--- src/pkg/fpes_pkg.sv ---
/*
 Constants and carrier types for the flash command/status host controller.
 Assumes a 100 MHz system clock and a parallel NOR flash on async pins.
*/
package fpes_pkg;
    localparam int CLK_MHZ = 100;
    localparam int ADDR_W = 21;
    localparam int DATA_W = 16;
    localparam int PROG_US = 200;
    localparam int PROG_ACC_US = 100;
    localparam int CHIP_S = 15;
    localparam int CHIP_ACC_S = 8;
    localparam int SECT_MS = 400;
    localparam int SECT_ACC_MS = 150;
    localparam int PROG_CYC = PROG_US * CLK_MHZ;
    localparam int PROG_ACC_CYC = PROG_ACC_US * CLK_MHZ;
    localparam longint CHIP_CYC = longint'(CHIP_S) * 1000000 * CLK_MHZ;
    localparam longint CHIP_ACC_CYC = longint'(CHIP_ACC_S) * 1000000 * CLK_MHZ;
    localparam int SECT_CYC = SECT_MS * 1000 * CLK_MHZ;
    localparam int SECT_ACC_CYC = SECT_ACC_MS * 1000 * CLK_MHZ;
    localparam int STROBE_NS = 60;
    localparam int STROBE_CYC = (STROBE_NS * CLK_MHZ + 999) / 1000;
    localparam int MIN_HIGH_NS = 50;
    localparam int MIN_HIGH_CYC = (MIN_HIGH_NS * CLK_MHZ + 999) / 1000;
    localparam int TMR_W = 32;
    localparam logic [11:0] ADR_555 = 12'h555;
    localparam logic [11:0] ADR_2AA = 12'h2AA;
    localparam logic [7:0] D_AA = 8'hAA;
    localparam logic [7:0] D_55 = 8'h55;
    localparam logic [7:0] D_80 = 8'h80;
    localparam logic [7:0] D_PROG = 8'hA0;
    localparam logic [7:0] D_90 = 8'h90;
    localparam logic [7:0] D_F0 = 8'hF0;
    localparam logic [7:0] D_CHIP = 8'h10;
    localparam logic [7:0] D_SECT = 8'h30;
    localparam int TOGGLE_BIT = 6;
    localparam logic [1:0] OP_PROG = 2'h0;
    localparam logic [1:0] OP_SECT = 2'h1;
    localparam logic [1:0] OP_CHIP = 2'h2;
    localparam logic [1:0] OP_ID = 2'h3;
    typedef struct packed {
        logic csN;
        logic oeN;
        logic weN;
        logic dataOe;
        logic [ADDR_W-1:0] addr;
        logic [DATA_W-1:0] dout;
    } fpes_pins_s;
    typedef struct packed {
        logic [1:0] op;
        logic accel;
        logic [ADDR_W-1:0] addr;
        logic [DATA_W-1:0] data;
    } fpes_cmd_s;
endpackage

--- src/hw/fpes_sync.sv ---
/*
 Three-stage input synchroniser with agreement filter.
 Assumes one clock; input is asynchronous to it.
*/
module fpes_sync #(
    parameter int W = 16
) (
    input wire logic clk_sys,
    input wire logic rstn,
    input wire logic [W-1:0] din,
    output logic [W-1:0] dout
);
    logic [W-1:0] s1Reg;
    logic [W-1:0] s2Reg;
    logic [W-1:0] s3Reg;
    wire logic agree = (s2Reg == s3Reg);
    always_ff @(posedge clk_sys or negedge rstn) begin
        if (!rstn) begin
            s1Reg <= '0;
            s2Reg <= '0;
            s3Reg <= '0;
            dout <= '0;
        end else begin
            s1Reg <= din;
            s2Reg <= s1Reg;
            s3Reg <= s2Reg;
            if (agree) begin
                dout <= s3Reg;
            end
        end
    end
endmodule // fpes_sync

--- src/hw/fpes_host.sv ---
/*
 Host controller: issues program, erase and ID command sequences to the
 flash pins, polls the toggle bit to completion and reads ID codes.
 Assumes the flash data bus is resolved outside from dataOe.
*/
module fpes_host (
    input wire logic clk_sys,
    input wire logic rstn,
    input wire logic cmdValid,
    input wire fpes_pkg::fpes_cmd_s cmd,
    input wire logic [fpes_pkg::DATA_W-1:0] flashDin,
    output fpes_pkg::fpes_pins_s pins,
    output logic cmdReady,
    output logic doneValid,
    output logic timeoutErr,
    output logic [fpes_pkg::DATA_W-1:0] idData
);
    typedef enum {ST_IDLE, ST_WLOW, ST_WHIGH, ST_PLOW, ST_PHIGH, ST_DONE} fpes_state_e;
    fpes_state_e stateReg;
    fpes_state_e stateNext;
    logic [2:0] stepReg;
    logic [fpes_pkg::TMR_W-1:0] phaseReg;
    logic [63:0] busyReg;
    logic havePrevReg;
    logic prevBitReg;
    logic haveOneReg;
    logic [fpes_pkg::DATA_W-1:0] readReg;
    fpes_pkg::fpes_cmd_s cmdReg;
    logic [fpes_pkg::DATA_W-1:0] syncData;

    fpes_sync #(.W(fpes_pkg::DATA_W)) u_sync (
        .clk_sys(clk_sys),
        .rstn(rstn),
        .din(flashDin),
        .dout(syncData)
    );

    // Sequence table: 2 unlock writes then op-specific ones; ID entry and exit are 3 writes
    wire logic [2:0] lastStep = (cmdReg.op == fpes_pkg::OP_PROG) ? 3'h3 :
        ((cmdReg.op == fpes_pkg::OP_ID) ? 3'h2 : 3'h5);
    wire logic stepAdv = (stateReg == ST_WHIGH) && (stateNext == ST_WLOW);
    // Pins load the step being entered, so a write never opens on stale data
    wire logic [2:0] stepNext = (stateReg == ST_IDLE) ? 3'h0 :
        (stepAdv ? stepReg + 3'h1 : stepReg);
    logic [11:0] seqAddr;
    logic [7:0] seqData;
    always_comb begin
        seqAddr = fpes_pkg::ADR_555;
        seqData = fpes_pkg::D_AA;
        case (stepNext)
            3'h0: begin
                seqAddr = fpes_pkg::ADR_555;
                seqData = fpes_pkg::D_AA;
            end
            3'h1: begin
                seqAddr = fpes_pkg::ADR_2AA;
                seqData = fpes_pkg::D_55;
            end
            3'h2: begin
                seqAddr = fpes_pkg::ADR_555;
                case (cmdReg.op)
                    fpes_pkg::OP_PROG: seqData = fpes_pkg::D_PROG;
                    // Data bit 0 selects entry or the long exit form
                    fpes_pkg::OP_ID: seqData = cmdReg.data[0] ? fpes_pkg::D_F0 : fpes_pkg::D_90;
                    default: seqData = fpes_pkg::D_80;
                endcase
            end
            3'h3: begin
                seqAddr = cmdReg.addr[11:0];
                seqData = (cmdReg.op == fpes_pkg::OP_PROG) ? cmdReg.data[7:0] : fpes_pkg::D_AA;
                if (cmdReg.op != fpes_pkg::OP_PROG) begin
                    seqAddr = fpes_pkg::ADR_555;
                end
            end
            3'h4: begin
                seqAddr = fpes_pkg::ADR_2AA;
                seqData = fpes_pkg::D_55;
            end
            default: begin
                // Chip erase ends at 555 with 10H, sector at its address with 30H
                seqAddr = (cmdReg.op == fpes_pkg::OP_CHIP) ? fpes_pkg::ADR_555 : cmdReg.addr[11:0];
                seqData = (cmdReg.op == fpes_pkg::OP_CHIP) ? fpes_pkg::D_CHIP : fpes_pkg::D_SECT;
            end
        endcase
    end

    // Program data keeps its full word; command writes use low byte only
    wire logic progData = (cmdReg.op == fpes_pkg::OP_PROG) && (stepNext == 3'h3);
    wire logic [fpes_pkg::DATA_W-1:0] wrWord = progData ? cmdReg.data :
        {8'h00, seqData};
    wire logic [fpes_pkg::ADDR_W-1:0] wrAddr = (progData ||
        (cmdReg.op == fpes_pkg::OP_SECT && stepNext == 3'h5)) ? cmdReg.addr :
        {{(fpes_pkg::ADDR_W-12){1'b0}}, seqAddr};
    wire logic [fpes_pkg::TMR_W-1:0] limitProg = fpes_pkg::TMR_W'(cmdReg.accel ?
        fpes_pkg::PROG_ACC_CYC : fpes_pkg::PROG_CYC);
    wire logic [63:0] busyLimit = (cmdReg.op == fpes_pkg::OP_PROG) ? 64'(limitProg) :
        (cmdReg.op == fpes_pkg::OP_SECT) ? 64'(cmdReg.accel ? fpes_pkg::SECT_ACC_CYC :
        fpes_pkg::SECT_CYC) : (cmdReg.accel ? 64'(fpes_pkg::CHIP_ACC_CYC) :
        64'(fpes_pkg::CHIP_CYC));
    wire logic strobeDone = phaseReg >= fpes_pkg::TMR_W'(fpes_pkg::STROBE_CYC - 1);
    wire logic highDone = phaseReg >= fpes_pkg::TMR_W'(fpes_pkg::MIN_HIGH_CYC - 1);
    wire logic curBit = readReg[fpes_pkg::TOGGLE_BIT];
    wire logic settled = havePrevReg && (curBit == prevBitReg);
    wire logic overTime = busyReg >= busyLimit;

    always_comb begin
        stateNext = stateReg;
        case (stateReg)
            ST_IDLE: stateNext = cmdValid ? ST_WLOW : ST_IDLE;
            ST_WLOW: stateNext = strobeDone ? ST_WHIGH : ST_WLOW;
            ST_WHIGH: begin
                if (highDone && stepReg != lastStep) begin
                    stateNext = ST_WLOW;
                end else if (highDone) begin
                    stateNext = (cmdReg.op == fpes_pkg::OP_ID && !cmdReg.data[0]) ?
                        ST_PLOW : (cmdReg.op == fpes_pkg::OP_ID ? ST_DONE : ST_PLOW);
                end
            end
            ST_PLOW: stateNext = strobeDone ? ST_PHIGH : ST_PLOW;
            ST_PHIGH: begin
                if (highDone) begin
                    stateNext = (cmdReg.op == fpes_pkg::OP_ID || settled || overTime) ?
                        ST_DONE : ST_PLOW;
                end
            end
            default: stateNext = ST_IDLE;
        endcase
    end

    wire logic phaseWrap = stateNext != stateReg;

    always_ff @(posedge clk_sys or negedge rstn) begin
        if (!rstn) begin
            stateReg <= ST_IDLE;
            stepReg <= 3'h0;
            phaseReg <= '0;
            busyReg <= '0;
            cmdReg <= '0;
        end else begin
            stateReg <= stateNext;
            phaseReg <= phaseWrap ? '0 : phaseReg + 1'b1;
            busyReg <= (stateReg == ST_IDLE) ? 64'h0 : busyReg + 64'h1;
            if (stateReg == ST_IDLE && cmdValid) begin
                cmdReg <= cmd;
            end
            stepReg <= stepNext;
        end
    end

    // Word latched as the read strobe ends; once OE rises the bus holds nothing valid
    wire logic readEnd = (stateReg == ST_PLOW) && (stateNext == ST_PHIGH);
    always_ff @(posedge clk_sys or negedge rstn) begin
        if (!rstn) begin
            haveOneReg <= 1'b0;
            havePrevReg <= 1'b0;
            prevBitReg <= 1'b0;
            readReg <= '0;
        end else if (stateReg == ST_WHIGH) begin
            haveOneReg <= 1'b0;
            havePrevReg <= 1'b0;
        end else if (readEnd) begin
            haveOneReg <= 1'b1;
            havePrevReg <= haveOneReg;
            prevBitReg <= curBit;
            readReg <= syncData;
        end
    end

    // Pin drive: OE stays high through every write strobe
    wire logic wrPhase = (stateNext == ST_WLOW) || (stateNext == ST_WHIGH);
    wire logic rdLow = stateNext == ST_PLOW;
    always_ff @(posedge clk_sys or negedge rstn) begin
        if (!rstn) begin
            pins <= '{csN: 1'b1, oeN: 1'b1, weN: 1'b1, dataOe: 1'b0, addr: '0, dout: '0};
            cmdReady <= 1'b0;
            doneValid <= 1'b0;
            timeoutErr <= 1'b0;
            idData <= '0;
        end else begin
            pins.weN <= !(stateNext == ST_WLOW);
            pins.csN <= !((stateNext == ST_WLOW) || rdLow);
            pins.oeN <= !rdLow;
            pins.dataOe <= wrPhase;
            if (wrPhase) begin
                pins.addr <= wrAddr;
                pins.dout <= wrWord;
            end else if (stateReg == ST_WHIGH && cmdReg.op == fpes_pkg::OP_ID) begin
                // Entry reads address 0 or 1 for the two codes
                pins.addr <= {{(fpes_pkg::ADDR_W-1){1'b0}}, cmdReg.addr[0]};
            end
            cmdReady <= stateNext == ST_IDLE;
            doneValid <= stateReg == ST_DONE;
            if (stateReg == ST_PHIGH && stateNext == ST_DONE) begin
                timeoutErr <= overTime && !settled && cmdReg.op != fpes_pkg::OP_ID;
                // Last read is array data once settled, ID code in ID mode
                idData <= readReg;
            end
        end
    end

    a_oe_in_write: assert property (@(posedge clk_sys) disable iff (!rstn)
        !pins.weN |-> pins.oeN) else $error("oe low during write");
    a_cs_in_write: assert property (@(posedge clk_sys) disable iff (!rstn)
        !pins.weN |-> !pins.csN && pins.dataOe) else $error("write without cs");
    a_high_gap: assert property (@(posedge clk_sys) disable iff (!rstn)
        $rose(pins.oeN) |-> pins.oeN[*5]) else $error("oe high too short");
    a_addr_hold: assert property (@(posedge clk_sys) disable iff (!rstn)
        (stateReg == ST_PHIGH && $past(stateReg) == ST_PHIGH) |-> $stable(pins.addr))
        else $error("poll address moved");
    a_low_byte: assert property (@(posedge clk_sys) disable iff (!rstn)
        (!pins.weN && !progData) |-> pins.dout[15:8] == 8'h00)
        else $error("upper byte set");
    a_final_chip: assert property (@(posedge clk_sys) disable iff (!rstn)
        (!pins.weN && stepReg == 3'h5 && cmdReg.op == fpes_pkg::OP_CHIP) |->
        pins.addr[11:0] == fpes_pkg::ADR_555 && pins.dout[7:0] == fpes_pkg::D_CHIP)
        else $error("bad chip final write");
    a_final_sect: assert property (@(posedge clk_sys) disable iff (!rstn)
        (!pins.weN && stepReg == 3'h5 && cmdReg.op == fpes_pkg::OP_SECT) |->
        pins.dout[7:0] == fpes_pkg::D_SECT) else $error("bad sector final write");
    a_done_pulse: assert property (@(posedge clk_sys) disable iff (!rstn)
        doneValid |-> cmdReady ##1 !doneValid) else $error("done not one cycle");
    a_busy_bound: assert property (@(posedge clk_sys) disable iff (!rstn)
        (stateReg == ST_PHIGH && cmdReg.op == fpes_pkg::OP_PROG) |->
        busyReg <= 64'(limitProg) + 64'h40) else $error("program overran");
    a_single_read: assert property (@(posedge clk_sys) disable iff (!rstn)
        $fell(pins.oeN) |-> !pins.csN && pins.weN) else $error("read strobe bad");

    c_prog: cover property (@(posedge clk_sys) disable iff (!rstn)
        doneValid && cmdReg.op == fpes_pkg::OP_PROG);
    c_sect: cover property (@(posedge clk_sys) disable iff (!rstn)
        doneValid && cmdReg.op == fpes_pkg::OP_SECT);
    c_id: cover property (@(posedge clk_sys) disable iff (!rstn)
        doneValid && cmdReg.op == fpes_pkg::OP_ID);
    c_timeout: cover property (@(posedge clk_sys) disable iff (!rstn) $rose(timeoutErr));
endmodule // fpes_host

--- config.mk ---
export PLATFORM = sky130hd
export DESIGN_NAME = fpes_host
export DESIGN_NICKNAME = d
export VERILOG_FILES = /design/src/pkg/fpes_pkg.sv /design/src/hw/fpes_sync.sv /design/src/hw/fpes_host.sv
export SDC_FILE = /design/constraint.sdc
export NUM_CORES = 1
export LEC_CHECK = 0
export BUFFER_PORTS_ARGS = -buffer_cell sky130_fd_sc_hd__buf_4
export CORE_MARGIN = 5
export CORE_UTILIZATION = 60
export DETAILED_ROUTE_END_ITERATION = 7
export GPL_TIMING_DRIVEN = 0
export PLACE_DENSITY_LB_ADDON = 0.3
export SYNTH_ARGS = -nofsm -noshare
export SYNTH_HDL_FRONTEND = slang
export SYNTH_SLANG_ARGS = --single-unit
--- constraint.sdc ---
create_clock -name clk_sys -period 4.4 [get_ports clk_sys]
set_input_delay 0.44 -clock clk_sys [delete_from_list [all_inputs] [get_ports clk_sys]]
set_output_delay 0.44 -clock clk_sys [all_outputs]
set_load 0.1 [all_outputs]
==> impl_metrics.json <==
{
  "status": "finished, violations left",
  "violations": "hold timing",
  "ys_top_cells_by_count": "311 x dfrtp_1, 121 x nor2_1, 90 x nand2_1, 89 x mux2_2, 61 x xor2_1",
  "grt.total_usage": 0.237,
  "dp.cells": 1620,
  "cp_num_buf_inv": 3,
  "finalCritPeriodShare": 0.901,
  "cap_viol_max_count": 0,
  "synth_edf_count": 0,
  "mappedNetlistArea_um2": 13700,
  "seqPwrFrac": 0.495,
  "wl_met2_um": 14700,
  "yosysMostFrequentCell": "dfrtp_1",
  "grt_max_degree": 112,
  "drc": 0,
  "synthCells": 1187,
  "grt_pass1_wl_um": 50200,
  "cts_sinks": 314,
  "fin_area_um2": 16300,
  "overflow": 0,
  "clk-insertion-delay-late_ps": 520,
  "finalHoldViolations": 9,
  "drv_slew": 0,
  "cp_cell_sequence": "inv_1 -> ha_1 -> clkbuf_1 -> or2_2 -> ha_1 -> nand4_1 -> o21ai_0 -> nor2_1 -> o2111ai_1 -> nor3_1 -> nor3_4 -> buf_2 -> mux2_2",
  "ctsHoldBuffers": 0,
  "synth-seq-cells": 314,
  "setup_violations": 0,
  "drive_gt1_frac": 0.219,
  "fp.dieW_um": 161,
  "dieArea_um2": 26000,
  "critPathKind": "reg2reg",
  "crit_top_cell": "ha_1",
  "combPwrFrac": 0.020,
  "p_int_mw": 4.70,
  "path_delay_family": "simple AND/OR/NAND/NOR gates",
  "cts_buffers": 34,
  "synth_area_leader_cell": "dfrtp_1",
  "portBuffers": 118,
  "post_dp_cell_area_um2": 15100,
  "synth_cell_type_count": 71,
  "final_cells": 1682,
  "hpwl_um": 21000,
  "synth_flop_cell": "dfrtp_1",
  "ys_top_cells_by_area": "dfrtp_1 57%, mux2_2 7.3%, xor2_1 3.9%",
  "core_um2": 22600,
  "fmax_ghz": 0.252,
  "synthToLayoutAreaGrowth_pct": 18.8,
  "power.share.switching": 0.209,
  "wl_met3_um": 2160,
  "highest_layer": "met4",
  "yosys_warnings": 0,
  "cts_tree": "yes",
  "max-slew-margin-rel": 0.420,
  "htree_num_levels": 2,
  "crit_path_max_fanout": 10,
  "vias_per_cell": 5.69,
  "cp_slowest_cell": "dfrtp_1",
  "vias": 9571,
  "synth_area_per_cell_um2": 11.6,
  "power_leakage_nw": 7.82,
  "hold_class": "in2async",
  "required_ps": 4790,
  "avgRoutedWirePerCell_um": 18.0,
  "final_net_count": 1473,
  "rsz0062_at_grt": "false",
  "clockPowerShare": 0.485,
  "clockBufferDepth": 3,
  "fin_crit_ps": 3960,
  "regToRegSetupSlack_ps": 440,
  "crit_path_start_kind": "register",
  "antenna_cells": 0,
  "critPathMaxStageDelay_ps": 440,
  "rows": 55,
  "hold_slack_ps": -8.30,
  "first_iter_violations": 588,
  "ctsRootBufferMaster": "clkbuf_16",
  "synthDominantCellAreaShare": 0.567,
  "ant_nets": 0,
  "ys_async_sr_fraction": 1.00,
  "switchingPower_mw": 1.24,
  "finalWeightedCongestion": 0.886,
  "clk_pin_slew_ps": 60,
  "power.density_nw_per_um2": 365,
  "total_power_mw": 5.94,
  "synth_seq_area_share": 0.573,
  "routed_wl_um": 30200,
  "setup_slack_ps": 435,
  "postLayoutCoreUtil": 0.722,
  "tightest_slew_ps": 864,
  "antenna_found_initial": 0,
  "cp-end-kind": "register",
  "ir_drop_v": 0.000332,
  "drt_first_pass_iters": 5,
  "cp.arrival_ps": 4360,
  "grt_pass1_vias": 9868,
  "io_pins": 119,
  "finClkSkew_ps": 20.9,
  "drt-met1-wl_um": 12700,
  "die_y_um": 161,
  "place_ws_ps": -25.4,
  "start_util": 0.608,
  "tns_ps": 0
}
[power groups by stage]
stage                     Sequential (mW)  Clock (mW)  Combinational [mW]
after floorplan                      2.99           0              0.0148
after global placement               2.99           0               0.111
after detailed placement             3.00           0               0.121
after CTS                            2.94        2.92               0.122
after global routing                 2.94        3.07               0.136
final                                2.94        2.88               0.118
[timing repair]
action                     CTS  global route
setup endpoints to repair    9             9
resized for setup            1             0
setup buffers                0             2
pin swaps                    0             1
cloned                       0             0
[state kept, by name, indices dropped and copies added (netlist names), 3 cells and up]
| name | cells |
|---|---|
| pins | 41 |
| idData | 16 |
| readReg | 16 |
| u_sync.s3Reg | 16 |
| stateReg | 32 |
| phaseReg | 32 |
| u_sync.s1Reg | 16 |
| busyReg | 64 |
| u_sync.s2Reg | 16 |
| cmdReg | 40 |
| u_sync.dout | 16 |
| stepReg | 3 |
[worst paths after layout]
path | from | end | cells after the start
max | cmdReg[39] | idData[8] | 13
min | rstn | phaseReg[21] | 1
max reg2reg | cmdReg[39] | idData[8] | 13
min reg2reg | u_sync.s1Reg[7] | u_sync.s2Reg[7] | 0
max in group asynchronous | rstn | u_sync.s1Reg[7] | 3
min in group clk_sys | flashDin[8] | u_sync.s1Reg[8] | 1
[per-layer routing]
metal,vias up,track usage
li1,4500,-
met1,4734,0.315
met2,285,0.387
met3,52,0.0630
met4,0,0.0733
met5,-,0
[layout by cell type, fill, tap and decap left out, types with 29 or more instances in the layout]
cell type and n:
nand2_1 90, dfrtp_1 311, conb_1 29, a21oi_1 46
inv_1 33, mux2_2 89, xnor2_1 33, ha_1 41
xor2_1 61, o21ai_0 40, clkbuf_16 34, nor2_1 121
nand3_1 50, buf_4 120
[cell type report]
class	instances	area [um2]
repair buffers	122	963
multi-input cells	831	5680
fillers	1573	6280
clock buffers	44	958
plain buffers	37	160
clock inverters	16	191
inverters	33	124
flip-flops and latches	314	7860
well taps	285	357
[kinds of logic (layout without fill, tap and decap cells)]
logic type                 count (synthesis)  after routing  synth area share
and+or+nand+nor                          427            427             0.162
other                                      1             29          0.000273
adders and majority gates                 41             41            0.0374
muxes                                     97             97            0.0789
xor gates and xnor gates                  94             94            0.0600
AOI/OAI and AO/OA                        143            143            0.0678
DFF                                      314            314             0.573
buffers and inverters                     70            252            0.0207
Power figures use the tool's default switching activity.
